**config.mk**
```make
export PLATFORM = sky130hd
export DESIGN_NAME = irq_enable_bank
export DESIGN_NICKNAME = d
export VERILOG_FILES = /design/src/hdl/irq_enable_pkg.sv /design/src/hdl/irq_gate.sv /design/src/hdl/irq_enable_bank.sv
export SDC_FILE = /design/constraint.sdc
export NUM_CORES = 1
export LEC_CHECK = 0
export BUFFER_PORTS_ARGS = -buffer_cell sky130_fd_sc_hd__buf_2
export CAP_MARGIN = 20
export CORE_AREA = 8 8 81 65
export CTS_CLUSTER_DIAMETER = 200
export CTS_CLUSTER_SIZE = 24
export DETAILED_ROUTE_END_ITERATION = 8
export DIE_AREA = 0 0 89 73
export PLACE_DENSITY_LB_ADDON = 0.12
export SETUP_SLACK_MARGIN = 0.02
export SLEW_MARGIN = 10
export SYNTH_ARGS = -nofsm -noshare
export SYNTH_HDL_FRONTEND = slang
export SYNTH_SLANG_ARGS = --single-unit
```
**constraint.sdc**
```tcl
create_clock -name CLK_IN -period 1.8 [get_ports CLK_IN]
set_input_delay 0.09 -clock CLK_IN [delete_from_list [all_inputs] [get_ports CLK_IN]]
set_output_delay 0.09 -clock CLK_IN [all_outputs]
set_load 0.02 [all_outputs]
```
**src/hdl/irq_enable_pkg.sv**
```systemverilog
// Package: register map, field layout and carrier types for the interrupt-enable bank
package irq_enable_pkg;
	localparam int unsigned ADDR_W = 8;
	localparam logic [ADDR_W-1:0] OFS_ENABLE = 8'h00;
	localparam logic [ADDR_W-1:0] OFS_ENABLE_CLR = 8'h04;
	localparam logic [ADDR_W-1:0] OFS_ENABLE_SET = 8'h08;
	localparam logic [ADDR_W-1:0] OFS_ENABLE_INV = 8'h0C;
	localparam logic [ADDR_W-1:0] OFS_STATUS = 8'h10;
	localparam logic [ADDR_W-1:0] OFS_STATUS_MASK = 8'h14;
	localparam int unsigned SRC_N = 10;
	localparam int unsigned BIT_OVFL = 0;
	localparam int unsigned BIT_BUFNA = 1;
	localparam int unsigned BIT_TRANSMIT_ABORT_FLAG = 2;
	localparam int unsigned BIT_TRANSMIT_DONE_FLAG = 3;
	localparam int unsigned BIT_RSVD = 4;
	localparam int unsigned BIT_RECEIVE_ACTIVITY_FLAG = 5;
	localparam int unsigned BIT_PACKET_PENDING_FLAG = 6;
	localparam int unsigned BIT_RECEIVE_DONE_FLAG = 7;
	localparam int unsigned BIT_FWM = 8;
	localparam int unsigned BIT_EWM = 9;
	// Implemented enable bits: 9..5 and 3..0; bit 4 reserved
	localparam logic [31:0] ENABLE_VALID = 32'h0000_03EF;
	localparam logic [31:0] ENABLE_RESET = 32'h0000_0000;
	localparam logic [31:0] STATUS_VALID = 32'h0000_0003;
	localparam logic [31:0] WORD_ZERO = 32'h0000_0000;
	localparam int unsigned EV_REQ = 0;
	localparam int unsigned EV_BADADDR = 1;

	typedef struct packed {
		logic psel;
		logic penable;
		logic pwrite;
		logic [ADDR_W-1:0] paddr;
		logic [31:0] pwdata;
	} apb_req_t;

	typedef enum logic [1:0] {
		OP_NONE,
		OP_CLR,
		OP_SET,
		OP_INV
	} alias_op_t;
endpackage

```
**src/hdl/irq_gate.sv**
```systemverilog
// Gate of source flags by their enables into one request
`timescale 1ns/10ps
`default_nettype none
module irq_gate
	import irq_enable_pkg::*;
#(
	parameter int unsigned N = SRC_N
) (
	input wire logic [N-1:0] flag_in,
	input wire logic [N-1:0] enable_in,
	output logic [N-1:0] pending_out,
	output logic request_out
);
	genvar i;
	generate
		for (i = 0; i < N; i++) begin : g_src
			assign pending_out[i] = flag_in[i] & enable_in[i];
		end
	endgenerate
	assign request_out = |pending_out;
endmodule
`default_nettype wire

```
**src/hdl/irq_enable_bank.sv**
```systemverilog
// Interrupt-enable register bank with clear/set/invert aliases on APB
// Functional notes
// - A write to the clear alias at +0x4 zeroes each implemented enable bit written as one.
// - A write to the set alias at +0x8 sets each implemented enable bit written as one.
// - A write to the invert alias at +0xC toggles each implemented enable bit written as one.
// - Bit 6 gates the packet-pending interrupt.
// - Bit 5 gates the receive-activity interrupt.
// - Bit 3 gates the transmit-done interrupt.
// - Bit 2 gates the transmit-abort interrupt.
// - Bit 1 gates the receive-buffer-not-available interrupt.
// - Bit 0 gates the receive-FIFO-overflow interrupt.
// - Bits 9 and 8 gate the empty- and full-watermark interrupts.
// - Bit 7 gates the receive-done interrupt.
//
// The APB interface to the registers is this design's own decision.
`timescale 1ns/10ps
`default_nettype none
module irq_enable_bank
	import irq_enable_pkg::*;
(
	// Clock, reset, enable
	input wire logic CLK_IN,
	input wire logic RST_N_IN,
	input wire logic CLK_EN_IN,
	// APB slave
	input wire logic PSEL_IN,
	input wire logic PENABLE_IN,
	input wire logic PWRITE_IN,
	input wire logic [ADDR_W-1:0] PADDR_IN,
	input wire logic [31:0] PWDATA_IN,
	output logic [31:0] PRDATA_OUT,
	output logic PREADY_OUT,
	output logic PSLVERR_OUT,
	// Source flags from the controller
	input wire logic [SRC_N-1:0] FLAG_IN,
	// Interrupt outputs
	output logic CTRL_IRQ_OUT,
	output logic BANK_IRQ_OUT
);
	apb_req_t req;
	logic [SRC_N-1:0] enable;
	logic [SRC_N-1:0] pending;
	logic ctrl_irq;
	logic [1:0] status;
	logic [1:0] status_mask;
	logic access;
	logic wr;
	logic rd;
	logic hit;
	alias_op_t op;
	logic [SRC_N-1:0] wmask;
	logic [SRC_N-1:0] next_enable;
	logic [1:0] ev;
	logic [31:0] next_rdata;

	assign req = '{psel: PSEL_IN, penable: PENABLE_IN, pwrite: PWRITE_IN,
		paddr: PADDR_IN, pwdata: PWDATA_IN};
	// Zero-wait slave: every access phase completes at once
	assign PREADY_OUT = 1'b1;
	assign access = req.psel & req.penable & CLK_EN_IN;
	assign wr = access & req.pwrite;
	assign rd = access & ~req.pwrite;
	assign hit = (req.paddr == OFS_ENABLE) || (req.paddr == OFS_ENABLE_CLR)
		|| (req.paddr == OFS_ENABLE_SET) || (req.paddr == OFS_ENABLE_INV)
		|| (req.paddr == OFS_STATUS) || (req.paddr == OFS_STATUS_MASK);
	assign PSLVERR_OUT = req.psel & req.penable & ~hit;
	// Reserved bit never stored, whatever software writes
	assign wmask = req.pwdata[SRC_N-1:0] & ENABLE_VALID[SRC_N-1:0];

	always_comb begin
		op = OP_NONE;
		if (wr && req.paddr == OFS_ENABLE_CLR) begin
			op = OP_CLR;
		end else if (wr && req.paddr == OFS_ENABLE_SET) begin
			op = OP_SET;
		end else if (wr && req.paddr == OFS_ENABLE_INV) begin
			op = OP_INV;
		end
	end

	always_comb begin
		next_enable = enable;
		if (wr && req.paddr == OFS_ENABLE) begin
			next_enable = wmask;
		end
		unique case (op)
			OP_NONE: begin
			end
			OP_CLR: begin
				next_enable = enable & ~wmask;
			end
			OP_SET: begin
				next_enable = enable | wmask;
			end
			OP_INV: begin
				next_enable = enable ^ wmask;
			end
		endcase
	end

	always_ff @(posedge CLK_IN) begin
		if (!RST_N_IN) begin
			enable <= ENABLE_RESET[SRC_N-1:0];
		end else if (CLK_EN_IN) begin
			enable <= next_enable;
		end
	end

	// Bits 9..5, 3..0 each gate their own flag
	irq_gate #(
		.N(SRC_N)
	) u_gate (
		.flag_in(FLAG_IN),
		.enable_in(enable),
		.pending_out(pending),
		.request_out(ctrl_irq)
	);

	always_ff @(posedge CLK_IN) begin
		if (!RST_N_IN) begin
			CTRL_IRQ_OUT <= 1'b0;
		end else if (CLK_EN_IN) begin
			CTRL_IRQ_OUT <= ctrl_irq;
		end
	end

	// Bank events: a rising edge of the controller request, and an unmapped address hit
	assign ev[EV_REQ] = ctrl_irq & ~CTRL_IRQ_OUT;
	assign ev[EV_BADADDR] = access & ~hit;

	always_ff @(posedge CLK_IN) begin
		if (!RST_N_IN) begin
			status <= 2'h0;
		end else if (CLK_EN_IN) begin
			// Set wins over a simultaneous write-one clear
			if (wr && req.paddr == OFS_STATUS) begin
				status <= (status & ~req.pwdata[1:0]) | ev;
			end else begin
				status <= status | ev;
			end
		end
	end

	always_ff @(posedge CLK_IN) begin
		if (!RST_N_IN) begin
			status_mask <= 2'h0;
		end else if (CLK_EN_IN && wr && req.paddr == OFS_STATUS_MASK) begin
			status_mask <= req.pwdata[1:0];
		end
	end

	assign BANK_IRQ_OUT = |(status & status_mask);

	always_comb begin
		next_rdata = WORD_ZERO;
		// Alias locations read as zero; software reads the enable register
		if (req.paddr == OFS_ENABLE) begin
			next_rdata[SRC_N-1:0] = enable;
		end else if (req.paddr == OFS_STATUS) begin
			next_rdata[1:0] = status;
		end else if (req.paddr == OFS_STATUS_MASK) begin
			next_rdata[1:0] = status_mask;
		end
	end

	// Read data registered during setup so it is steady in the access phase
	always_ff @(posedge CLK_IN) begin
		if (!RST_N_IN) begin
			PRDATA_OUT <= WORD_ZERO;
		end else if (CLK_EN_IN && req.psel && !req.penable && !req.pwrite) begin
			PRDATA_OUT <= next_rdata;
		end
	end

	logic rd_unused;
	assign rd_unused = rd;

	chk_clear_alias: assert property (@(posedge CLK_IN) disable iff (!RST_N_IN)
		(wr && req.paddr == OFS_ENABLE_CLR) |=> ((enable & $past(wmask)) == '0)
			&& ((enable | $past(wmask)) == ($past(enable) | $past(wmask))))
		else $error("clear alias did not clear written bits only");
	chk_set_alias: assert property (@(posedge CLK_IN) disable iff (!RST_N_IN)
		(wr && req.paddr == OFS_ENABLE_SET) |=> (enable == ($past(enable) | $past(wmask))))
		else $error("set alias result wrong");
	chk_inv_alias: assert property (@(posedge CLK_IN) disable iff (!RST_N_IN)
		(wr && req.paddr == OFS_ENABLE_INV) |=> (enable == ($past(enable) ^ $past(wmask))))
		else $error("invert alias result wrong");
	chk_alias_read_zero: assert property (@(posedge CLK_IN) disable iff (!RST_N_IN)
		(CLK_EN_IN && req.psel && !req.penable && !req.pwrite
			&& req.paddr == OFS_ENABLE_SET) |=> (PRDATA_OUT == WORD_ZERO))
		else $error("alias read returned data");
	chk_rsvd_bit_zero: assert property (@(posedge CLK_IN) disable iff (!RST_N_IN)
		enable[BIT_RSVD] == 1'b0)
		else $error("reserved enable bit set");
	chk_packet_pending_flag_gate: assert property (@(posedge CLK_IN) disable iff (!RST_N_IN)
		(CLK_EN_IN && FLAG_IN == (SRC_N'(1) << BIT_PACKET_PENDING_FLAG))
			|=> (CTRL_IRQ_OUT == $past(enable[BIT_PACKET_PENDING_FLAG])))
		else $error("packet pending gating wrong");
	chk_irq_level: assert property (@(posedge CLK_IN) disable iff (!RST_N_IN)
		CLK_EN_IN |=> (CTRL_IRQ_OUT == |($past(FLAG_IN) & $past(enable))))
		else $error("controller request does not follow enabled flags");
	chk_status_sticky: assert property (@(posedge CLK_IN) disable iff (!RST_N_IN)
		(status[EV_BADADDR] && !(wr && req.paddr == OFS_STATUS)) |=> status[EV_BADADDR])
		else $error("status bit lost without a clear");

	// Per-source gating: a lone flag reaches the request only through its own enable
	chk_receive_activity_flag_gate: assert property (@(posedge CLK_IN) disable iff (!RST_N_IN)
		(CLK_EN_IN && FLAG_IN == (SRC_N'(1) << BIT_RECEIVE_ACTIVITY_FLAG))
			|=> (CTRL_IRQ_OUT == $past(enable[BIT_RECEIVE_ACTIVITY_FLAG])))
		else $error("receive activity gating wrong");
	chk_transmit_done_flag_gate: assert property (@(posedge CLK_IN) disable iff (!RST_N_IN)
		(CLK_EN_IN && FLAG_IN == (SRC_N'(1) << BIT_TRANSMIT_DONE_FLAG))
			|=> (CTRL_IRQ_OUT == $past(enable[BIT_TRANSMIT_DONE_FLAG])))
		else $error("transmit done gating wrong");
	chk_transmit_abort_flag_gate: assert property (@(posedge CLK_IN) disable iff (!RST_N_IN)
		(CLK_EN_IN && FLAG_IN == (SRC_N'(1) << BIT_TRANSMIT_ABORT_FLAG))
			|=> (CTRL_IRQ_OUT == $past(enable[BIT_TRANSMIT_ABORT_FLAG])))
		else $error("transmit abort gating wrong");
	chk_bufna_gate: assert property (@(posedge CLK_IN) disable iff (!RST_N_IN)
		(CLK_EN_IN && FLAG_IN == (SRC_N'(1) << BIT_BUFNA))
			|=> (CTRL_IRQ_OUT == $past(enable[BIT_BUFNA])))
		else $error("buffer unavailable gating wrong");
	chk_ovfl_gate: assert property (@(posedge CLK_IN) disable iff (!RST_N_IN)
		(CLK_EN_IN && FLAG_IN == (SRC_N'(1) << BIT_OVFL))
			|=> (CTRL_IRQ_OUT == $past(enable[BIT_OVFL])))
		else $error("fifo overflow gating wrong");
	chk_ewm_gate: assert property (@(posedge CLK_IN) disable iff (!RST_N_IN)
		(CLK_EN_IN && FLAG_IN == (SRC_N'(1) << BIT_EWM))
			|=> (CTRL_IRQ_OUT == $past(enable[BIT_EWM])))
		else $error("empty watermark gating wrong");
	chk_fwm_gate: assert property (@(posedge CLK_IN) disable iff (!RST_N_IN)
		(CLK_EN_IN && FLAG_IN == (SRC_N'(1) << BIT_FWM))
			|=> (CTRL_IRQ_OUT == $past(enable[BIT_FWM])))
		else $error("full watermark gating wrong");
	chk_receive_done_flag_gate: assert property (@(posedge CLK_IN) disable iff (!RST_N_IN)
		(CLK_EN_IN && FLAG_IN == (SRC_N'(1) << BIT_RECEIVE_DONE_FLAG))
			|=> (CTRL_IRQ_OUT == $past(enable[BIT_RECEIVE_DONE_FLAG])))
		else $error("receive done gating wrong");
	chk_pending_vector: assert property (@(posedge CLK_IN) disable iff (!RST_N_IN)
		CLK_EN_IN
			|=> (CTRL_IRQ_OUT == |$past(pending)))
		else $error("pending vector and request disagree");

	// Register side: writes land only where addressed, and never while frozen
	chk_direct_write: assert property (@(posedge CLK_IN) disable iff (!RST_N_IN)
		(wr && req.paddr == OFS_ENABLE)
			|=> (enable == $past(wmask)))
		else $error("direct enable write wrong");
	chk_enable_hold: assert property (@(posedge CLK_IN) disable iff (!RST_N_IN)
		(!wr)
			|=> (enable == $past(enable)))
		else $error("enable changed without a write");
	chk_freeze_state: assert property (@(posedge CLK_IN) disable iff (!RST_N_IN)
		(!CLK_EN_IN)
			|=> (status == $past(status)) && (CTRL_IRQ_OUT == $past(CTRL_IRQ_OUT)))
		else $error("state moved while clock enable low");
	chk_clr_read_zero: assert property (@(posedge CLK_IN) disable iff (!RST_N_IN)
		(CLK_EN_IN && req.psel && !req.penable && !req.pwrite
			&& req.paddr == OFS_ENABLE_CLR) |=> (PRDATA_OUT == WORD_ZERO))
		else $error("clear alias read returned data");
	chk_inv_read_zero: assert property (@(posedge CLK_IN) disable iff (!RST_N_IN)
		(CLK_EN_IN && req.psel && !req.penable && !req.pwrite
			&& req.paddr == OFS_ENABLE_INV) |=> (PRDATA_OUT == WORD_ZERO))
		else $error("invert alias read returned data");

	// Bank status: both events must latch, and an unmapped access must report an error
	chk_bad_addr_err: assert property (@(posedge CLK_IN) disable iff (!RST_N_IN)
		(access && !hit)
			|-> PSLVERR_OUT)
		else $error("unmapped access without error response");
	chk_bad_addr_flag: assert property (@(posedge CLK_IN) disable iff (!RST_N_IN)
		(access && !hit)
			|=> status[EV_BADADDR])
		else $error("unmapped access not latched");
	chk_req_edge_flag: assert property (@(posedge CLK_IN) disable iff (!RST_N_IN)
		(CLK_EN_IN && ev[EV_REQ])
			|=> status[EV_REQ])
		else $error("request rising edge not latched");
	chk_bank_irq_off: assert property (@(posedge CLK_IN) disable iff (!RST_N_IN)
		((status & status_mask) == 2'h0)
			|-> !BANK_IRQ_OUT)
		else $error("bank interrupt high with nothing unmasked");
endmodule
`default_nettype wire

```
======== Word level (Yosys, flattened, before mapping) ========
Cells that the tools add are included.
word-level totals
  flip-flop bits (word level) ............. 25
  bits in latches ......................... 0
  bits in writable memories ............... 0
  bits in read-only memories .............. 0
  output and inout bits ................... 36
  memories ................................ 0
operators by class
  add/sub/neg operators ................... 0
  multipliers ............................. 0
  div/mod/pow operators ................... 0
  $lt $le $gt $ge ......................... 0
  equal/unequal tests ..................... 8
  shift operators ......................... 0
  muxes and demuxes ....................... 10
  bitwise gates (word level) .............. 27
  reduce and logical (&&, ||, !) cells .... 22
operators with widths
  cell                number
  $pmux 10 s3         1
  $and 1x1->1         16
  $eq 8x4->1 const B  2
  $eq 8x5->1 const B  2
  $mux 2              7
  $and 10x10->10      1
  $logic_and 1x1->1   10
  $mux 10             1
  $not 10->10         1
  $or 10x10->10       1
  $reduce_or 10->1    1
  $xor 10x10->10      1
  $eq 8x3->1 const B  1
  $logic_not 8->1     1
  $mux 8              1
  $logic_or 1x1->1    5
  $and 2x2->2         2
  $eq 2x2->1 const B  2
  $or 2x2->2          2
  $reduce_bool 4->1   1
  $eq 2x1->1 const B  1
  $logic_not 1->1     2
  $not 1->1           2
  $not 2->2           1
  2 further kinds     2

======== Depth between registers and ports, before layout ========
  depth in word-level cells ............... 10
  gate-level depth with buffers ........... 6
  gate-level depth less buffers ........... 6

======== Cells and area by module ========
From an unflattened synthesis, not the netlist that was laid out.
second synthesis, totals
  cells, all modules ...................... 211
  area, all modules ....................... 1856.8 um2
by module, submodules not included
  module           times used  cells an instance  area an instance (um2)
  irq_enable_bank  1           196                1754.2
  irq_gate         1           15                 102.6

======== Worst setup path before layout ========
Ideal clock, no wire load.
  kind .................................... input-to-reg
  from .................................... input port PADDR_IN[7]
  to ...................................... register enable[0]
  setup time .............................. 0.124 ns
  arrival ................................. 1.265 ns
  setup slack ............................. 0.411 ns
  stages on the path ...................... 5
  buffers on the path ..................... 1
  cells stage by stage .................... or4_4 o41a_1 buf_6 nand2_1 o21ai_1
between the ends
  word-level cells in the longest chain between the ends .. 8
  elaborated cells on any way between the ends .. 17
  those cells by class .................... eq/ne (6); mux (4); reduce/logical (7)
RTL lines
  item                                      RTL line                RTL
  from (decl)                               irq_enable_bank.sv:29   input wire logic [ADDR_W-1:0] PADDR_IN,
  $eq 8x4->1                                irq_enable_bank.sv:76   end else if (wr && req.paddr == OFS_ENABLE_INV) begin
  $logic_and 1x1->1                         irq_enable_bank.sv:76
  $mux 2                                    irq_enable_bank.sv:76
  $mux 2                                    irq_enable_bank.sv:74   end else if (wr && req.paddr == OFS_ENABLE_SET) begin
  $mux 2                                    irq_enable_bank.sv:72   if (wr && req.paddr == OFS_ENABLE_CLR) begin
  $eq 2x2->1 or $eq 2x1->1 (tied branches)  irq_enable_bank.sv:86   unique case (op)
  $reduce_bool 4->1 (no line)               n/a
  $reduce_and 2->1 (no line)                n/a
  to (signal assigned)                      irq_enable_bank.sv:103  enable <= ENABLE_RESET[SRC_N-1:0];
  to (signal assigned)                      irq_enable_bank.sv:105  enable <= next_enable;
  to (decl)                                 irq_enable_bank.sv:41   logic [SRC_N-1:0] enable;
Several ways; a longest one is shown, not always the timed one.
A chain may end at the register's enable or synchronous reset.

======== Final worst setup path ========
  from .................................... register enable[1]
  to ...................................... register status[0]
between the ends
  word-level cells in the longest chain between the ends .. 5
  elaborated cells on any way between the ends .. 6
  those cells by class .................... mux (1); bitwise (4); reduce/logical (1)
RTL lines
  item                           RTL line                                        RTL
  $and 1x1->1 (*)                irq_gate.sv:17                                  assign pending_out[i] = flag_in[i] & enable_in[i];
  $reduce_or 10->1 (*)           irq_gate.sv:20                                  assign request_out = |pending_out;
  $and 1x1->1 (*)                irq_enable_bank.sv:128                          assign ev[EV_REQ] = ctrl_irq & ~CTRL_IRQ_OUT;
  $or 2x2->2 (on tied branches)  irq_enable_bank.sv:139, irq_enable_bank.sv:137
  $mux 2 (*)                     irq_enable_bank.sv:136                          if (wr && req.paddr == OFS_STATUS) begin
  to (signal assigned)           irq_enable_bank.sv:137                          status <= (status & ~req.pwdata[1:0]) | ev;
  to (signal assigned)           irq_enable_bank.sv:139                          status <= status | ev;
  to (decl)                      irq_enable_bank.sv:44                           logic [1:0] status;
Mark *: on every way between the ends. The rest lies on a longest branch, timed or not.

==> results_dict.tcl <==
set metrics [dict create \
    min_path_cells 2 \
    fmax_ghz 0.677 \
    numClockSinks 23 \
    syn_area_per_cell_sq_um 8.54 \
    synth-edff-count 0 \
    synth_cell_types 39 \
    routed_wirelength_microns 4240 \
    grt_pass1_vias 1404 \
    io_pins 92 \
    synthCells 202 \
    min_path_type "input port to flip-flop" \
    wl_per_cell_microns 14.1 \
    postLayoutCoreUtil 0.497 \
    p_seq_frac 0.498 \
    dieArea_sq_um 6500 \
    clock_skew_ns 0.00755 \
    min_period_ns 1.48 \
    syn2layout_area_growth_pct 14.0 \
    port_buffers 43 \
    layout.nets 321 \
    antennaDiodeCount 0 \
    synthesis.area_sq_um 1720 \
    synth_fa_ha_area_frac 0.131 \
    post_cts_buffers 0 \
    crit_fanout 5 \
    synth_top_flop_cell "dfxtp_1" \
    row_count 20 \
    crit_path_start_kind "flip-flop" \
    cap_violations 0 \
    relSlewSlack 0.640 \
    yosysTopAreaCellShare 0.267 \
    grt_max_degree 18 \
    clk_pin_slew_ns 0.08 \
    worst_pin_slew_ns 0.535 \
    yosysTopAreaCell "dfxtp_1" \
    grtUsageTotal 0.126 \
    clock_latency_ns 0.26 \
    firstDrtPassIters 4 \
    yosysSeqAreaShare 0.267 \
    die_x_microns 89 \
    path_class "flip-flop to flip-flop" \
    critPathSlowestCell "dfxtp_1" \
    ys.warnings.count 0 \
    drtAntennaViolNets 0 \
    async_flop_share 0 \
    slowest_delay_ns 0.37 \
    place_hpwl_microns 3400 \
    synth_top_family_by_area "compound AO/OA/AOI/OAI gates" \
    rr_worst_depth 4 \
    status "finished clean" \
    endpoint_kind "flip-flop" \
    drtIter0Drc 67 \
    critPathRequiredTime_ns 1.94 \
    fp.coreArea_sq_um 3950 \
    synth-seq-cells 23 \
    power.internal_mw 0.734 \
    leakage_nw 0.937 \
    cp.arrival_ns 1.61 \
    synth-compound-area-share 0.202 \
    cts_resized 0 \
    finalHoldViolCount 0 \
    p_per_area_nw_per_um2 524 \
    htree_levels 1 \
    grt_pass1_wl_microns 6600 \
    power_switching_mw 0.295 \
    switching_share 0.287 \
    combPwrFrac 0.194 \
    vias 1456 \
    pwr-share-clk 0.308 \
    period_share 0.820 \
    drive_gt1_frac 0.240 \
    timing.setup.tns_ns 0 \
    synthSimpleGateAreaFrac 0.179 \
    rsz0062_at_grt "false" \
    synthMuxAreaShare 0.0522 \
    slew_viol_final 0 \
    setup_viol 0 \
    clk_path_buf_depth 2 \
    die_h_microns 73 \
    cts_made_buffers 3 \
    viasPerCell 4.84 \
    antenna_found_initial 0 \
    synth_area_leaders "dfxtp_1 27%, ha_1 13%, buf_4 10%" \
    initial_core_util 0.436 \
    synth_xor_area_frac 0 \
    drcViolationCount 0 \
    finalWeightedCongestion 0.747 \
    grt-ovfl-total 0 \
    crit_path_cell_trace "a222oi_1 -> nand3_1 -> a221oi_1 -> o32ai_1" \
    cts_tree "done" \
    cts_hold_buf 0 \
    cts-root-buf "clkbuf_8" \
    ir_drop_uv 413 \
]
-- path summary, 6_finish.rpt --
check                              start                   endpoint  slack [ns]
setup / recovery  enable[1]$_SDFFE_PN0P_     status[0]$_SDFFE_PN0P_        0.32
hold / removal                 CLK_EN_IN  CTRL_IRQ_OUT$_SDFFE_PN0P_        0.09
setup reg to reg  enable[1]$_SDFFE_PN0P_     status[0]$_SDFFE_PN0P_        0.32
hold reg to reg   status[0]$_SDFFE_PN0P_     status[0]$_SDFFE_PN0P_        0.49
-- cell usage in the layout, fill, tap and decap left out --
cell type and n:
nand4_1 3, a22oi_1 16, a211o_1 4, clkinv_2 1, nand3_1 1, o32ai_1 1, nand4bb_1 1, or4_4 1
inv_1 18, o22ai_1 4, dfxtp_1 23, nor2_1 6, a21boi_0 1, a222oi_1 1, or2_2 1, nor3b_1 1
buf_2 43, nor2b_1 12, mux2i_1 9, and2_1 1, o21ai_0 7, nor4_4 1, conb_1 24, a21oi_1 3
nand2_1 14, or4b_2 1, o41a_1 1, o2bb2ai_1 2, nor4b_2 1, o21ai_1 9, or4bb_2 1, or3_1 1
nor4_1 3, and4_1 1, clkbuf_8 3, buf_4 6, ha_1 18, a221oi_1 1, a22o_1 1
-- cells in the mapped netlist, types with 2 or more instances --
master / count
nor2b_1: 12
o22ai_1: 4
mux2i_1: 9
a211o_1: 4
conb_1: 2
dfxtp_1: 23
a22oi_1: 16
nor4_1: 3
inv_1: 18
o2bb2ai_1: 2
o21ai_0: 7
nand2_1: 14
clkbuf_1: 4
buf_2: 2
ha_1: 18
nor2_1: 6
nand4_1: 3
o21ai_1: 9
buf_4: 24
a21oi_1: 3
-- flip-flops by register name, summed over array words and instances (netlist names) --
signal        flops
PRDATA_OUT        9
status            2
CTRL_IRQ_OUT      1
status_mask       2
enable            9
-- logic make-up (layout without fill, tap and decap cells) --
kind of cell             Yosys count  count (layout)
AO/OA/AOI/OAI                     51              51
adder cells (fa/ha/maj)           18              18
buffers and inverters             49              71
flip-flops                        23              23
multiplexers                       9               9
other                              2              24
AND/OR/NAND/NOR                   50              50
-- metrics by stage --
step | area, sq um | setup slack, ns | power, mW | hold WS [ns] | instances
after floorplan | 1810 | 0.411 | 0.694 | 0.180 | 224
after global placement | 1920 | 0.157 | 0.720 | 0.368 | 297
after detailed placement | 1920 | 0.142 | 0.722 | 0.367 | 297
after CTS | 1970 | 0.336 | 1.04 | 0.0866 | 301
after global routing | 1970 | 0.203 | 1.09 | 0.0986 | 301
final | 1970 | 0.323 | 1.03 | 0.0925 | 301
-- power groups by stage --
stage	logic, mW	registers [mW]	clock network [mW]
6_report	0.199	0.513	0.317
5_1_grt	0.220	0.513	0.357
4_1_cts	0.198	0.513	0.332
3_5_place_dp	0.197	0.525	0
3_3_place_gp	0.195	0.525	0
2_1_floorplan	0.168	0.526	0
-- layer usage --
metal  GRT usage  routed length [microns]  share of wire  up-vias
li1            -                        -              -      756
met1       0.177                     2150           0.51      654
met2       0.190                     1740           0.41       44
met3      0.0371                      338          0.080        2
met4      0.0110                       11         0.0026        0
met5           0                        0              0        -
-- layout make-up --
cell class,count,area [sq um]
fillers,427,1990
repair buffers,49,260
clock buffers,3,41.3
multi-input cells,152,1060
inverters,18,67.6
well taps,55,68.8
flip-flops and latches,23,460
clock inverters,1,5.00
-- worst max-delay path: cells and delay by family (launching register included) --
family	cells	cell delay [ns]
and+or+nand+nor	1	0.16
DFF	1	0.37
AOI/OAI and AO/OA	3	0.82
No activity file was read; power rests on OpenSTA's default activity.
